**config.mk**
```make
export PLATFORM = sky130hd
export DESIGN_NAME = timer0_waveform_control
export DESIGN_NICKNAME = d
export VERILOG_FILES = /design/src/rtl/timer0_pkg.sv /design/src/rtl/timer0_waveform_control.sv
export SDC_FILE = /design/constraint.sdc
export NUM_CORES = 1
export LEC_CHECK = 0
export BUFFER_PORTS_ARGS = -buffer_cell sky130_fd_sc_hd__clkbuf_2
export CAP_MARGIN = 40
export CORE_MARGIN = 4
export CORE_UTILIZATION = 25
export DETAILED_ROUTE_END_ITERATION = 16
export HOLD_SLACK_MARGIN = 0.06
export SYNTH_ARGS = -nofsm -noshare
export SYNTH_HDL_FRONTEND = slang
export SYNTH_SLANG_ARGS = --single-unit
```
**constraint.sdc**
```tcl
create_clock -name clk -period 5.65 [get_ports clk]
set_input_delay 0 -clock clk [delete_from_list [all_inputs] [get_ports clk]]
set_output_delay 0 -clock clk [all_outputs]
set_load 0.03 [all_outputs]
```
**src/rtl/timer0_pkg.sv**
```systemverilog
package timer0_pkg;

  // ------------------------------------------------------------
  // Register map (byte addresses, one word each)
  // ------------------------------------------------------------
  localparam logic [7:0] ADDR_CTRL_A = 8'h00;  // timer_waveform_control_a
  localparam logic [7:0] ADDR_CTRL_B = 8'h04;  // timer_waveform_control_b
  localparam logic [7:0] ADDR_COUNT = 8'h08;  // timer_count_value
  localparam logic [7:0] ADDR_MATCH_A = 8'h0c;  // chan_a_match_value
  localparam logic [7:0] ADDR_MATCH_B = 8'h10;  // chan_b_match_value
  localparam logic [7:0] ADDR_FLAGS = 8'h14;  // Status flags, write one to clear
  localparam logic [7:0] ADDR_PIN_DIR = 8'h18;  // Pin direction bits

  // ------------------------------------------------------------
  // Field layout
  // ------------------------------------------------------------
  localparam int A_OUT_MODE_A_LSB = 6;
  localparam int A_OUT_MODE_B_LSB = 4;
  localparam int A_WAVE_LOW_LSB = 0;
  localparam int B_FORCE_A_BIT = 7;
  localparam int B_FORCE_B_BIT = 6;
  localparam int B_WAVE_HIGH_BIT = 3;
  localparam int B_CLK_SEL_LSB = 0;
  localparam int FLAG_MATCH_B_BIT = 2;
  localparam int FLAG_OVERFLOW_BIT = 1;
  localparam int FLAG_MATCH_A_BIT = 0;
  localparam int DIR_A_BIT = 0;
  localparam int DIR_B_BIT = 1;

  // Readable masks: reserved bits read as zero
  localparam logic [7:0] CTRL_A_MASK = 8'hf3;
  localparam logic [7:0] CTRL_B_MASK = 8'h0f;
  localparam logic [7:0] FLAGS_MASK = 8'h07;
  localparam logic [7:0] DIR_MASK = 8'h03;
  localparam logic [7:0] RESET_BYTE = 8'h00;

  // ------------------------------------------------------------
  // Counter limits and prescaler taps
  // ------------------------------------------------------------
  localparam logic [7:0] COUNT_MAX = 8'hff;
  localparam logic [7:0] COUNT_BOTTOM = 8'h00;
  localparam logic [9:0] TAP_8 = 10'h007;
  localparam logic [9:0] TAP_64 = 10'h03f;
  localparam logic [9:0] TAP_256 = 10'h0ff;
  localparam logic [9:0] TAP_1024 = 10'h3ff;

  // Output mode encodings
  localparam logic [1:0] OUT_OFF = 2'h0;
  localparam logic [1:0] OUT_TOGGLE = 2'h1;
  localparam logic [1:0] OUT_CLEAR = 2'h2;
  localparam logic [1:0] OUT_SET = 2'h3;

  // Clock select encodings
  localparam logic [2:0] CLK_STOP = 3'h0;
  localparam logic [2:0] CLK_DIV1 = 3'h1;
  localparam logic [2:0] CLK_DIV8 = 3'h2;
  localparam logic [2:0] CLK_DIV64 = 3'h3;
  localparam logic [2:0] CLK_DIV256 = 3'h4;
  localparam logic [2:0] CLK_DIV1024 = 3'h5;
  localparam logic [2:0] CLK_EXT_FALL = 3'h6;
  localparam logic [2:0] CLK_EXT_RISE = 3'h7;

  // Waveform modes
  localparam logic [2:0] WAVE_NORMAL = 3'h0;
  localparam logic [2:0] WAVE_PC_FF = 3'h1;
  localparam logic [2:0] WAVE_CLEAR_ON_MATCH = 3'h2;
  localparam logic [2:0] WAVE_FAST_FF = 3'h3;
  localparam logic [2:0] WAVE_PC_A = 3'h5;
  localparam logic [2:0] WAVE_FAST_A = 3'h7;

  // APB access phase, Gray coded along idle -> access
  typedef enum logic [0:0] {
    BUS_IDLE = 1'b0,
    BUS_ACCESS = 1'b1
  } bus_e;

endpackage

```
**src/rtl/timer0_waveform_control.sv**
```systemverilog
// Contract
// - Nonzero B mode hands pin to compare output
// - Non-PWM B modes: off, toggle, clear, set
// - Fast PWM B: clear/set on match, opposite TOP
// - Phase-correct B: direction decides clear or set
// - Match at TOP ignored, TOP action kept
// - Reserved control bits read back zero
// - Three-bit waveform mode picks sequence and TOP
// - Modes 0,1,2 TOP, update, overflow point
// - Modes 3,5,7 TOP, update, overflow point
// - Force strobes act only in non-PWM modes
// - Force strobe applies match using current mode
// - Force raises no flag, never clears counter
// - Force strobe bits always read zero
// - Clock select stop, undivided, prescaler taps
// - Select 6 falling, 7 rising external edges
// - External pin counts even when output
// - Counter readable and writable directly
// - Counter write blocks next tick's matches
// - Channel B compared with counter each count
// - B match sets flag; one clears it
//
// Our own choices: the register offsets and the APB register port.
`timescale 1ns/1ps
`default_nettype none

module timer0_waveform_control (
  input wire logic clk,
  input wire logic reset,
  input wire logic psel,
  input wire logic penable,
  input wire logic pwrite,
  input wire logic [7:0] paddr,
  input wire logic [31:0] pwdata,
  output logic [31:0] prdata,
  output logic pready,
  output logic pslverr,
  input wire logic ext_count_pin,
  input wire logic vector_ack_b,
  output logic chan_a_wave_out,
  output logic chan_a_wave_out_en_n,
  output logic chan_b_wave_out,
  output logic chan_b_wave_out_en_n,
  output logic chan_b_match_flag
);

  // ------------------------------------------------------------
  // State
  // ------------------------------------------------------------
  typedef struct packed {
    timer0_pkg::bus_e bus;      // APB phase
    logic [31:0] rdata;         // Read data register
    logic ready;                // Access acknowledge
    logic err;                  // Unmapped address answer
    logic [7:0] ctrlA;          // Output modes and low wave bits
    logic [7:0] ctrlB;          // High wave bit and clock select
    logic [7:0] count;          // Counter
    logic [7:0] matchA;         // Active compare A value
    logic [7:0] matchB;         // Active compare B value
    logic [7:0] bufA;           // Compare A buffer for PWM
    logic [7:0] bufB;           // Compare B buffer for PWM
    logic [2:0] flags;          // Match B, overflow, match A
    logic [1:0] pinDir;         // Pin direction bits
    logic countDown;            // Phase-correct direction
    logic blockMatch;           // Counter written, skip next tick
    logic [9:0] prescale;       // Free running prescaler
    logic [1:0] extSync;        // Two-stage pin synchroniser
    logic extLast;              // Previous synchronised level
    logic waveA;                // Channel A waveform
    logic waveB;                // Channel B waveform
    logic outA;                 // Pin value A
    logic outB;                 // Pin value B
    logic enA_n;                // Pin enable A, low drives
    logic enB_n;                // Pin enable B, low drives
  } state_s;

  state_s cur;
  state_s next_cur;

  // ------------------------------------------------------------
  // Combinational decode
  // ------------------------------------------------------------
  logic [2:0] waveMode;     // Combined waveform mode
  logic isFast;             // Fast PWM mode
  logic isPhase;            // Phase-correct mode
  logic isPwm;              // Either PWM mode
  logic [7:0] topVal;       // Current TOP
  logic tick;               // Selected timer clock tick
  logic setupOk;            // Bus request in setup
  logic wrStrobe;           // Write taken this edge
  logic [1:0] modeA;        // Channel A output mode
  logic [1:0] modeB;        // Channel B output mode

  always_comb begin
    waveMode = {cur.ctrlB[timer0_pkg::B_WAVE_HIGH_BIT],
                cur.ctrlA[timer0_pkg::A_WAVE_LOW_LSB +: 2]};
    isFast = (waveMode == timer0_pkg::WAVE_FAST_FF) || (waveMode == timer0_pkg::WAVE_FAST_A);
    isPhase = (waveMode == timer0_pkg::WAVE_PC_FF) || (waveMode == timer0_pkg::WAVE_PC_A);
    isPwm = isFast || isPhase;
    // TOP is the A compare value in modes 2, 5 and 7, else MAX
    if ((waveMode == timer0_pkg::WAVE_CLEAR_ON_MATCH) || (waveMode == timer0_pkg::WAVE_PC_A) ||
        (waveMode == timer0_pkg::WAVE_FAST_A)) begin
      topVal = cur.matchA;
    end else begin
      topVal = timer0_pkg::COUNT_MAX;
    end
    modeA = cur.ctrlA[timer0_pkg::A_OUT_MODE_A_LSB +: 2];
    modeB = cur.ctrlA[timer0_pkg::A_OUT_MODE_B_LSB +: 2];
    // Tick source; pin level seen only after the synchroniser
    case (cur.ctrlB[timer0_pkg::B_CLK_SEL_LSB +: 3])
      timer0_pkg::CLK_STOP: tick = 1'b0;
      timer0_pkg::CLK_DIV1: tick = 1'b1;
      timer0_pkg::CLK_DIV8: tick = (cur.prescale[2:0] == timer0_pkg::TAP_8[2:0]);
      timer0_pkg::CLK_DIV64: tick = (cur.prescale[5:0] == timer0_pkg::TAP_64[5:0]);
      timer0_pkg::CLK_DIV256: tick = (cur.prescale[7:0] == timer0_pkg::TAP_256[7:0]);
      timer0_pkg::CLK_DIV1024: tick = (cur.prescale == timer0_pkg::TAP_1024);
      // Pin direction is not consulted: driving it out still counts
      timer0_pkg::CLK_EXT_FALL: tick = cur.extLast && !cur.extSync[1];
      timer0_pkg::CLK_EXT_RISE: tick = !cur.extLast && cur.extSync[1];
      default: tick = 1'b0;
    endcase
    setupOk = psel && !penable;
    wrStrobe = (cur.bus == timer0_pkg::BUS_ACCESS) && psel && penable && pwrite;
  end

  // ------------------------------------------------------------
  // Next state
  // ------------------------------------------------------------
  logic matchA;        // Compare A hit this tick
  logic matchB;        // Compare B hit this tick
  logic atTop;         // Counter at TOP on tick
  logic atBottom;      // Counter at BOTTOM on tick
  logic forceA;        // Force strobe A accepted
  logic forceB;        // Force strobe B accepted
  logic clearOnA;      // Mode 2 restart
  logic [7:0] wdata;   // Low byte of write data
  logic hitA;          // Waveform event A
  logic hitB;          // Waveform event B

  always_comb begin
    next_cur = cur;
    wdata = pwdata[7:0];
    next_cur.prescale = cur.prescale + 10'h001;
    next_cur.extSync = {cur.extSync[0], ext_count_pin};
    next_cur.extLast = cur.extSync[1];
    next_cur.ready = 1'b0;
    next_cur.err = 1'b0;

    // Compare on every count, unless a counter write just landed
    matchA = tick && !cur.blockMatch && (cur.count == cur.matchA);
    matchB = tick && !cur.blockMatch && (cur.count == cur.matchB);
    atTop = tick && (cur.count == topVal);
    atBottom = tick && (cur.count == timer0_pkg::COUNT_BOTTOM);
    clearOnA = matchA && (waveMode == timer0_pkg::WAVE_CLEAR_ON_MATCH);
    if (tick) begin
      next_cur.blockMatch = 1'b0;
    end

    // Counter sequence per waveform mode
    if (tick) begin
      if (isPhase) begin
        if (!cur.countDown && cur.count == topVal) begin
          next_cur.countDown = 1'b1;
          next_cur.count = cur.count - 8'h01;
        end else if (cur.countDown && cur.count == timer0_pkg::COUNT_BOTTOM) begin
          next_cur.countDown = 1'b0;
          next_cur.count = cur.count + 8'h01;
        end else begin
          next_cur.count = cur.countDown ? cur.count - 8'h01 : cur.count + 8'h01;
        end
      end else if (clearOnA || (isFast && atTop)) begin
        next_cur.count = timer0_pkg::COUNT_BOTTOM;
        next_cur.countDown = 1'b0;
      end else begin
        next_cur.count = cur.count + 8'h01;
        next_cur.countDown = 1'b0;
      end
    end

    // Buffered compare values load at TOP in PWM modes
    if (!isPwm) begin
      next_cur.matchA = cur.bufA;
      next_cur.matchB = cur.bufB;
    end else if (atTop) begin
      next_cur.matchA = cur.bufA;
      next_cur.matchB = cur.bufB;
    end

    // Force strobes only in non-PWM modes, never touch flags or counter
    forceA = wrStrobe && (paddr == timer0_pkg::ADDR_CTRL_B) && wdata[timer0_pkg::B_FORCE_A_BIT] && !isPwm;
    forceB = wrStrobe && (paddr == timer0_pkg::ADDR_CTRL_B) && wdata[timer0_pkg::B_FORCE_B_BIT] && !isPwm;

    // Waveform logic; in PWM modes a match at TOP with upper mode bit is ignored
    hitA = matchA && !(isPwm && cur.matchA == topVal && modeA[1]);
    hitB = matchB && !(isPwm && cur.matchB == topVal && modeB[1]);
    if (!isPwm) begin
      if (hitB || forceB) begin
        case (modeB)
          timer0_pkg::OUT_TOGGLE: next_cur.waveB = !cur.waveB;
          timer0_pkg::OUT_CLEAR: next_cur.waveB = 1'b0;
          timer0_pkg::OUT_SET: next_cur.waveB = 1'b1;
          default: next_cur.waveB = cur.waveB;
        endcase
      end
      if (hitA || forceA) begin
        case (modeA)
          timer0_pkg::OUT_TOGGLE: next_cur.waveA = !cur.waveA;
          timer0_pkg::OUT_CLEAR: next_cur.waveA = 1'b0;
          timer0_pkg::OUT_SET: next_cur.waveA = 1'b1;
          default: next_cur.waveA = cur.waveA;
        endcase
      end
    end else if (isFast) begin
      // Mode 01 reserved for B; for A it toggles only with TOP from A
      if (modeB[1] && atTop) begin
        next_cur.waveB = !modeB[0];
      end else if (modeB[1] && hitB) begin
        next_cur.waveB = modeB[0];
      end
      if (modeA[1] && atTop) begin
        next_cur.waveA = !modeA[0];
      end else if (modeA[1] && hitA) begin
        next_cur.waveA = modeA[0];
      end else if (modeA == timer0_pkg::OUT_TOGGLE && waveMode[2] && hitA) begin
        next_cur.waveA = !cur.waveA;
      end
    end else begin
      // Phase correct: up-count match uses mode bit 0, down inverts it
      if (modeB[1] && hitB) begin
        next_cur.waveB = cur.countDown ? !modeB[0] : modeB[0];
      end else if (modeB[1] && atTop && cur.matchB == topVal) begin
        next_cur.waveB = modeB[0];
      end
      if (modeA[1] && hitA) begin
        next_cur.waveA = cur.countDown ? !modeA[0] : modeA[0];
      end else if (modeA[1] && atTop && cur.matchA == topVal) begin
        next_cur.waveA = modeA[0];
      end else if (modeA == timer0_pkg::OUT_TOGGLE && waveMode[2] && hitA) begin
        next_cur.waveA = !cur.waveA;
      end
    end

    // Pin takeover; enable only with direction bit set
    next_cur.outA = (modeA != timer0_pkg::OUT_OFF) ? next_cur.waveA : 1'b0;
    next_cur.outB = (modeB != timer0_pkg::OUT_OFF) ? next_cur.waveB : 1'b0;
    next_cur.enA_n = !((modeA != timer0_pkg::OUT_OFF) && cur.pinDir[timer0_pkg::DIR_A_BIT]);
    next_cur.enB_n = !((modeB != timer0_pkg::OUT_OFF) && cur.pinDir[timer0_pkg::DIR_B_BIT]);

    // Flag set wins over a same-cycle clear
    if (vector_ack_b) begin
      next_cur.flags[timer0_pkg::FLAG_MATCH_B_BIT] = 1'b0;
    end
    if (wrStrobe && paddr == timer0_pkg::ADDR_FLAGS) begin
      next_cur.flags = cur.flags & ~wdata[2:0];
    end
    if (wrStrobe && paddr == timer0_pkg::ADDR_FLAGS && vector_ack_b) begin
      next_cur.flags[timer0_pkg::FLAG_MATCH_B_BIT] = 1'b0;
    end
    if (matchB) begin
      next_cur.flags[timer0_pkg::FLAG_MATCH_B_BIT] = 1'b1;
    end
    if (matchA) begin
      next_cur.flags[timer0_pkg::FLAG_MATCH_A_BIT] = 1'b1;
    end
    if ((isPhase && atBottom) || (waveMode == timer0_pkg::WAVE_FAST_A && atTop) ||
        (!isPhase && waveMode != timer0_pkg::WAVE_FAST_A && tick &&
         cur.count == timer0_pkg::COUNT_MAX)) begin
      next_cur.flags[timer0_pkg::FLAG_OVERFLOW_BIT] = 1'b1;
    end

    // APB slave: one wait-free access phase
    case (cur.bus)
      timer0_pkg::BUS_IDLE: begin
        if (setupOk) begin
          next_cur.bus = timer0_pkg::BUS_ACCESS;
          next_cur.ready = 1'b1;
          next_cur.err = !(paddr inside {timer0_pkg::ADDR_CTRL_A, timer0_pkg::ADDR_CTRL_B,
                           timer0_pkg::ADDR_COUNT, timer0_pkg::ADDR_MATCH_A, timer0_pkg::ADDR_MATCH_B,
                           timer0_pkg::ADDR_FLAGS, timer0_pkg::ADDR_PIN_DIR});
          case (paddr)
            timer0_pkg::ADDR_CTRL_A: next_cur.rdata = {24'h0, cur.ctrlA & timer0_pkg::CTRL_A_MASK};
            timer0_pkg::ADDR_CTRL_B: next_cur.rdata = {24'h0, cur.ctrlB & timer0_pkg::CTRL_B_MASK};
            timer0_pkg::ADDR_COUNT: next_cur.rdata = {24'h0, cur.count};
            timer0_pkg::ADDR_MATCH_A: next_cur.rdata = {24'h0, cur.bufA};
            timer0_pkg::ADDR_MATCH_B: next_cur.rdata = {24'h0, cur.bufB};
            timer0_pkg::ADDR_FLAGS: next_cur.rdata = {29'h0, cur.flags};
            timer0_pkg::ADDR_PIN_DIR: next_cur.rdata = {30'h0, cur.pinDir};
            default: next_cur.rdata = 32'h0;
          endcase
        end
      end
      timer0_pkg::BUS_ACCESS: begin
        next_cur.bus = timer0_pkg::BUS_IDLE;
        if (wrStrobe) begin
          case (paddr)
            timer0_pkg::ADDR_CTRL_A: next_cur.ctrlA = wdata & timer0_pkg::CTRL_A_MASK;
            timer0_pkg::ADDR_CTRL_B: next_cur.ctrlB = wdata & timer0_pkg::CTRL_B_MASK;
            timer0_pkg::ADDR_COUNT: begin
              next_cur.count = wdata;
              next_cur.blockMatch = 1'b1;
            end
            timer0_pkg::ADDR_MATCH_A: next_cur.bufA = wdata;
            timer0_pkg::ADDR_MATCH_B: next_cur.bufB = wdata;
            timer0_pkg::ADDR_PIN_DIR: next_cur.pinDir = wdata[1:0];
            default: next_cur.pinDir = cur.pinDir;
          endcase
        end
      end
      default: next_cur.bus = timer0_pkg::BUS_IDLE;
    endcase
  end

  // ------------------------------------------------------------
  // Register the whole state
  // ------------------------------------------------------------
  always_ff @(posedge clk) begin
    if (reset) begin
      cur <= '0;
      cur.enA_n <= 1'b1;
      cur.enB_n <= 1'b1;
    end else begin
      cur <= next_cur;
    end
  end

  // Outputs straight from flip-flops
  assign prdata = cur.rdata;
  assign pready = cur.ready;
  assign pslverr = cur.err;
  assign chan_a_wave_out = cur.outA;
  assign chan_a_wave_out_en_n = cur.enA_n;
  assign chan_b_wave_out = cur.outB;
  assign chan_b_wave_out_en_n = cur.enB_n;
  assign chan_b_match_flag = cur.flags[timer0_pkg::FLAG_MATCH_B_BIT];

  // ------------------------------------------------------------
  // Checks
  // ------------------------------------------------------------
  pin_release_a: assert property (@(posedge clk) disable iff (reset)
    (modeB == timer0_pkg::OUT_OFF) |=> chan_b_wave_out_en_n) else $error("pin driven while disconnected");
  toggle_b_a: assert property (@(posedge clk) disable iff (reset)
    (!isPwm && matchB && modeB == timer0_pkg::OUT_TOGGLE) |=> (cur.waveB != $past(cur.waveB)))
    else $error("toggle missed");
  fast_top_a: assert property (@(posedge clk) disable iff (reset)
    (isFast && atTop && modeB == timer0_pkg::OUT_CLEAR) |=> cur.waveB) else $error("fast TOP set missed");
  reserved_zero_a: assert property (@(posedge clk) disable iff (reset)
    (cur.ctrlA[3:2] == 2'h0) && (cur.ctrlB[5:4] == 2'h0)) else $error("reserved bit set");
  force_quiet_a: assert property (@(posedge clk) disable iff (reset)
    (forceB && !matchB && !vector_ack_b) |=> ($stable(cur.flags[2]))) else $error("force raised flag");
  force_zero_a: assert property (@(posedge clk) disable iff (reset)
    cur.ctrlB[7:6] == 2'h0) else $error("force bit stored");
  block_match_a: assert property (@(posedge clk) disable iff (reset)
    (cur.blockMatch && tick) |-> !matchB && !matchA) else $error("match after count write");
  flag_set_a: assert property (@(posedge clk) disable iff (reset)
    matchB |=> chan_b_match_flag) else $error("match flag not set");
  stop_hold_a: assert property (@(posedge clk) disable iff (reset)
    (cur.ctrlB[2:0] == timer0_pkg::CLK_STOP && !wrStrobe) |=> $stable(cur.count)) else $error("stopped counter moved");

endmodule

`default_nettype wire

```
# After elaboration in Yosys (flattened, before gate mapping)
# Cells that the tools add are included.
# W data, S select, Z words.
# totals
reg_bits	111
in_bits	47
# op_classes
n_addsub	3
eq_ne	37
n_mux	46
bitwise_logic	6
reduce_logical	89
# op_table
operator	n
$mux W8	10
$pmux W8 S7	1
$logic_and A1 B1 Y1	43
$eq A8 B8 Y1	5
$mux W35	1
$mux W16	2
$mux W1	25
$eq A8 B5 Y1 const B	3
$eq A3 B3 Y1 const B	7
$eq A8 B4 Y1 const B	2
$eq A8 B8 Y1 const B	2
$logic_not A1 Y1	16
$logic_not A8 Y1	2
$reduce_and A3 Y1	5
$eq A3 B2 Y1 const B	4
$add A10 B1 Y10 const B	1
$eq A10 B10 Y1 const B	1
$logic_or A1 B1 Y1	10
$add A8 B1 Y8 const B	1
$eq A2 B2 Y1 const B	4
$eq A8 B3 Y1 const B	1
$pmux W1 S8	1
$reduce_bool A2 Y1	4
$sub A8 B1 Y8 const B	1
19 further kinds	29

# Longest topological paths before layout
# depth
ltp_word	15
mapped_depth	11
depth_no_buf	10

# Least setup slack after synthesis
# Ideal clock, no wire load.
# synth_path
path_kind	register to register
start	register cur[52] in the netlist's numbering
end	register cur[59] in the netlist's numbering
setup_time_ns	0.132
t_arrival_ns	2.631
required_ns	5.518
slack_ns	2.888
stages_incl_launch_ff	10
synth_period_minus_slack_ns	2.762
cell_sequence	dfxtp_1 -> clkbuf_1 -> or4b_2 -> o221ai_1 -> a311oi_1 -> or4_1 -> o31ai_2 -> nor2_1 -> a221oi_1 -> nor3_1
# synth_via
elab_chain_cells	11
elab_cells_between_ends	16
cone_classes	2 x eq/ne; 8 x mux; 6 x reduce/logical
# synth_lines
item	line	source
start, declared	timer0_waveform_control.sv:77	state_s cur;
start signal, assigned	timer0_waveform_control.sv:322	cur <= next_cur;
$mux W8	timer0_waveform_control.sv:101	if ((waveMode == timer0_pkg::WAVE_CLEAR_ON_MATCH) || (waveMode == timer0_pkg::WAVE_PC_A) ||
$eq A8 B8 Y1	timer0_waveform_control.sv:152, timer0_waveform_control.sv:162	
$logic_and A1 B1 Y1	timer0_waveform_control.sv:152	atTop = tick && (cur.count == topVal);
$logic_and A1 B1 Y1	timer0_waveform_control.sv:171	end else if (clearOnA || (isFast && atTop)) begin
$logic_or A1 B1 Y1	timer0_waveform_control.sv:171	
$mux W8	timer0_waveform_control.sv:171	
$mux W8 (*)	timer0_waveform_control.sv:161	if (isPhase) begin
$mux W8 (*)	timer0_waveform_control.sv:160	if (tick) begin
$mux W8	timer0_waveform_control.sv:295	case (paddr)
$mux W8	timer0_waveform_control.sv:294	if (wrStrobe) begin
$mux W8 (*)	timer0_waveform_control.sv:272	case (cur.bus)
# Every way passes the cells marked *; elsewhere a longest branch is shown, timed or not.
# A chain may end at the register's enable or synchronous reset.

# Worst setup path after layout
# layout_path
start	register cur[75] in the netlist's numbering
end	register cur, in the netlist chan_a_wave_out
# layout_via
elab_chain_cells	15
elab_cells_between_ends	33
cone_classes	7 x eq/ne; 9 x mux; 17 x reduce/logical
# layout_lines
item	line	source
$eq A3 B2 Y1 / $eq A3 B3 Y1 (equally long branches)	timer0_waveform_control.sv:101, timer0_waveform_control.sv:98	
$logic_or A1 B1 Y1 (2 in series)	timer0_waveform_control.sv:101	
$mux W8	timer0_waveform_control.sv:101	
$eq A8 B8 Y1	timer0_waveform_control.sv:194, timer0_waveform_control.sv:236	
$logic_and A1 B1 Y1 (2 in series)	timer0_waveform_control.sv:194	hitA = matchA && !(isPwm && cur.matchA == topVal && modeA[1]);
$logic_not A1 Y1	timer0_waveform_control.sv:194	
$logic_and A1 B1 Y1	timer0_waveform_control.sv:194	
$logic_and A1 B1 Y1	timer0_waveform_control.sv:224, timer0_waveform_control.sv:238	
$mux W1	timer0_waveform_control.sv:224, timer0_waveform_control.sv:238	
$mux W1, on equally long branches	timer0_waveform_control.sv:236, timer0_waveform_control.sv:222	
$mux W1, on equally long branches	timer0_waveform_control.sv:234, timer0_waveform_control.sv:220	
$mux W2	timer0_waveform_control.sv:213	end else if (isFast) begin
$mux W2 (*)	timer0_waveform_control.sv:196	if (!isPwm) begin
# Marks and branches as above.

==> impl_metrics.toml <==
[outcome]
status = "complete, no violations"

[clock_tree]
cts.sinks = 86
clk_root_buffer_cell = "clkbuf_16"
path_clk_slew_ns = 0.06
clock_insertion_delay_worst_skew_ns = 0.34
cts_buf_count = 9
cts-root-to-sink-buffers = 2
h-tree-depth = 3
tritoncts = "done"

[logic_synthesis]
synth_cells = 684
sequential_fraction_of_the_synthesis_area_pct = 32.0
synthesis.area_mm2 = 0.00537
number_of_flops_mapped_to_enable_cells_by_yosys = 0
mean_syn_cell_area_um2 = 7.86
postSynth.topFlopCell = "dfxtp_1"
yosys_warnings = 0
synth.lib_cells_used.distinct = 69
ys_ff_latch = 86
synthArstFlopShare_pct = 0

[drt]
drcViolationCount = 0
vias = 5092
route.final.wire_length_um = 15900
antenna_left = 0
dr.pass1.iters = 5
route.detailed.vias_per_inst = 5.22
detailedRoute.firstIterationViolations = 452
wl_per_cell_um = 16.3

[timing]
unrepaired_setup_endpoints_after_global_routing = "false"
tightest_slew_ns = 0.739
skew_ns = 0.00759
hold_viol_final = 0
fmax_mhz = 253
timing.final.crit_period_ns = 3.95
final_max_slew_viol_count = 0
layout_worst_path_cycle_share_pct = 69.9
tns_ns = 0
setup_viol = 0
timing.slew.headroom_pct = 50.4

[placement]
cell_count_after_placement = 946
placement.io_buffers = 37
detailedPlacementHpwl_um = 11400
routabilityCongestion = 0.886

[die]
area_of_the_placeable_core_mm2 = 0.0211
fp-row-count = 53
die_height_um = 155
die_w_um = 155
fp.dieArea_mm2 = 0.0239
initial_utilization_pct = 25.5
ioPinCount = 86

[pwr]
ir_drop_uv = 265
p_per_area_mw_per_mm2 = 220
cellLeakagePower_uw = 0.00223

[critical_path]
arrival_ns = 4.14
worstPathRequired_ns = 5.84
startpoint = "cur[75]"
critPathCaptureType = "flip-flop"
critPathKind = "flip-flop to flip-flop"
timing.critical_path.from_type = "flip-flop"
worstPathMaxFanout = 14
critical_path.reg2reg.startpoint = "cur[75]"

[layout]
area_occupied_by_multi_input_gates_mm2 = 0.00324
nFillCells = 2329
register_area_mm2 = 0.00172
final_net_count = 746
finish.cell_count_without_fillers = 975
post_route_cells_drive_above_1_share_pct = 10.9
area_growth_syn_to_layout_pct = 12.6
antennaDiodeCount = 0

[min_path]
class_of_the_most_critical_hold_timing_path = "primary input to flip-flop"
holdCritStartpoint = "paddr[2]"

[grt]
grt_pass1_wl_um = 25400
grt_util_all_layers_pct = 12.9
grt_max_degree = 56
gr-total-overflow = 0
grt_antenna_before_repair = 0
grt_pass1_vias = 4519

[flow_run]
max_cap_check_violation_count = 0
[what timing repair did]
item                                    CTS  global route
resized for setup                         0             0
endpoints found under the setup margin    0             0
endpoints found under the hold margin    34             0
buffers inserted                          0             0
hold buffers                             12             0
[final timing paths]
path                      to  slack, ns  depth (start not counted)
min reg2reg           cur[8]       0.45                          1
min                  pslverr       0.08                          3
max          chan_a_wave_out       1.70                          8
max reg2reg  chan_a_wave_out       1.70                          8
[layer usage]
layer  GRT usage (%)  share of wire, %  up-vias
li1                -                 -     2462
met1            19.0                48     2438
met2            19.9                45      180
met3            2.38               5.8       12
met4            2.35               1.1        0
met5               0                 0        -
[stage by stage]
step                      hold slack (ns)  instance area [um^2]  worst slack, ns  power, uW  utilization (%)
after detailed placement            0.219                  5630             1.78        737             26.7
after floorplan                     0.128                  5460             2.89        723                -
final                              0.0765                  6050             1.70       1330             28.7
after global placement              0.224                  5610             1.78        738             26.6
after global routing                0.116                  6050             1.53       1380             28.7
after CTS                          0.0736                  6040             1.78       1340             28.7
[final cells by class]
class	count	share of cell area, %
Sequential cell	86	28.5
Tap cell	275	5.69
Clock inverter	3	0.724
Inverter	16	0.993
Timing Repair Buffer	60	6.47
Multi-Input combinational cell	522	53.5
Clock buffer	13	4.14
[placed cells by master (no fill, tap or decap), types with 4 or more instances in the layout]
cell and n:
nand3b_1 4, nand4_1 11, a22oi_1 14, inv_1 16, xnor2_1 9, a311oi_1 14
nor4_1 8, or4_1 4, dfxtp_1 86, conb_1 24, a21oi_1 36, or3_1 8
clkbuf_2 36, a221oi_1 4, a211o_1 5, ha_1 4, nor2_1 92, nor3_1 24
clkbuf_16 9, dlygate4sd3_1 12, o221ai_1 4, mux2i_1 39, o21ai_0 14, a2111oi_0 6
nand3_1 31, o31ai_1 4, a211oi_1 11, buf_4 9, xor2_1 20, nor2b_1 7
a31oi_1 5, nand2_1 59, o211ai_1 5
[synthesized netlist by cell type, types with 6 or more instances]
library cell	number	share of area [%]
nor2_1	92	6.4
dfxtp_1	86	32
nand2_1	59	4.1
clkbuf_1	41	2.9
mux2i_1	39	7.3
a21oi_1	36	3.4
buf_4	33	4.6
nand3_1	31	2.9
nor3_1	24	2.2
xor2_1	20	3.3
inv_1	16	1.1
a22oi_1	14	2.0
a311oi_1	14	2.3
o21ai_0	14	1.3
a211oi_1	11	1.5
nand4_1	11	1.3
xnor2_1	9	1.5
nor4_1	8	0.93
or3_1	8	0.93
nor2b_1	7	0.81
a2111oi_0	6	0.98
buf_1	6	0.42
[critical path: stages, from the launching register on]
cell and delay (ns):
dfxtp_1 0.65, or3b_1 0.64, a2111oi_0 0.50, a311oi_1 0.17, nor4_4 0.74, a31oi_1 0.17, a22o_1 0.26, nor4_1 0.56
nor3_1 0.11
[flip-flops by register name, summed over array words and instances, names as in the netlist]
signal	flops
chan_a_wave_out_en_n	1
cur	72
pslverr	1
chan_b_wave_out_en_n	1
prdata	8
chan_a_wave_out	1
chan_b_wave_out	1
chan_b_match_flag	1
[cells by family (layout without fill, tap and decap cells)]
kind of cell	count (synthesis)	count (layout)	share of synthesized area [%]
adders and majority gates	4	4	0.931
xor gates and xnor gates	29	29	4.73
other	1	24	0.0698
and+or+nand+nor	273	273	25.1
buffers and inverters	99	92	9.29
AOI/OAI and AO/OA	152	152	20.3
DFF	86	86	32.0
muxes	40	40	7.47
[report_power, final]
part	switching (uW)	internal, uW
Clock	244	356
Sequential	9.41	614
Combinational	78.3	30.1
No activity file was read; power rests on OpenSTA's default activity.
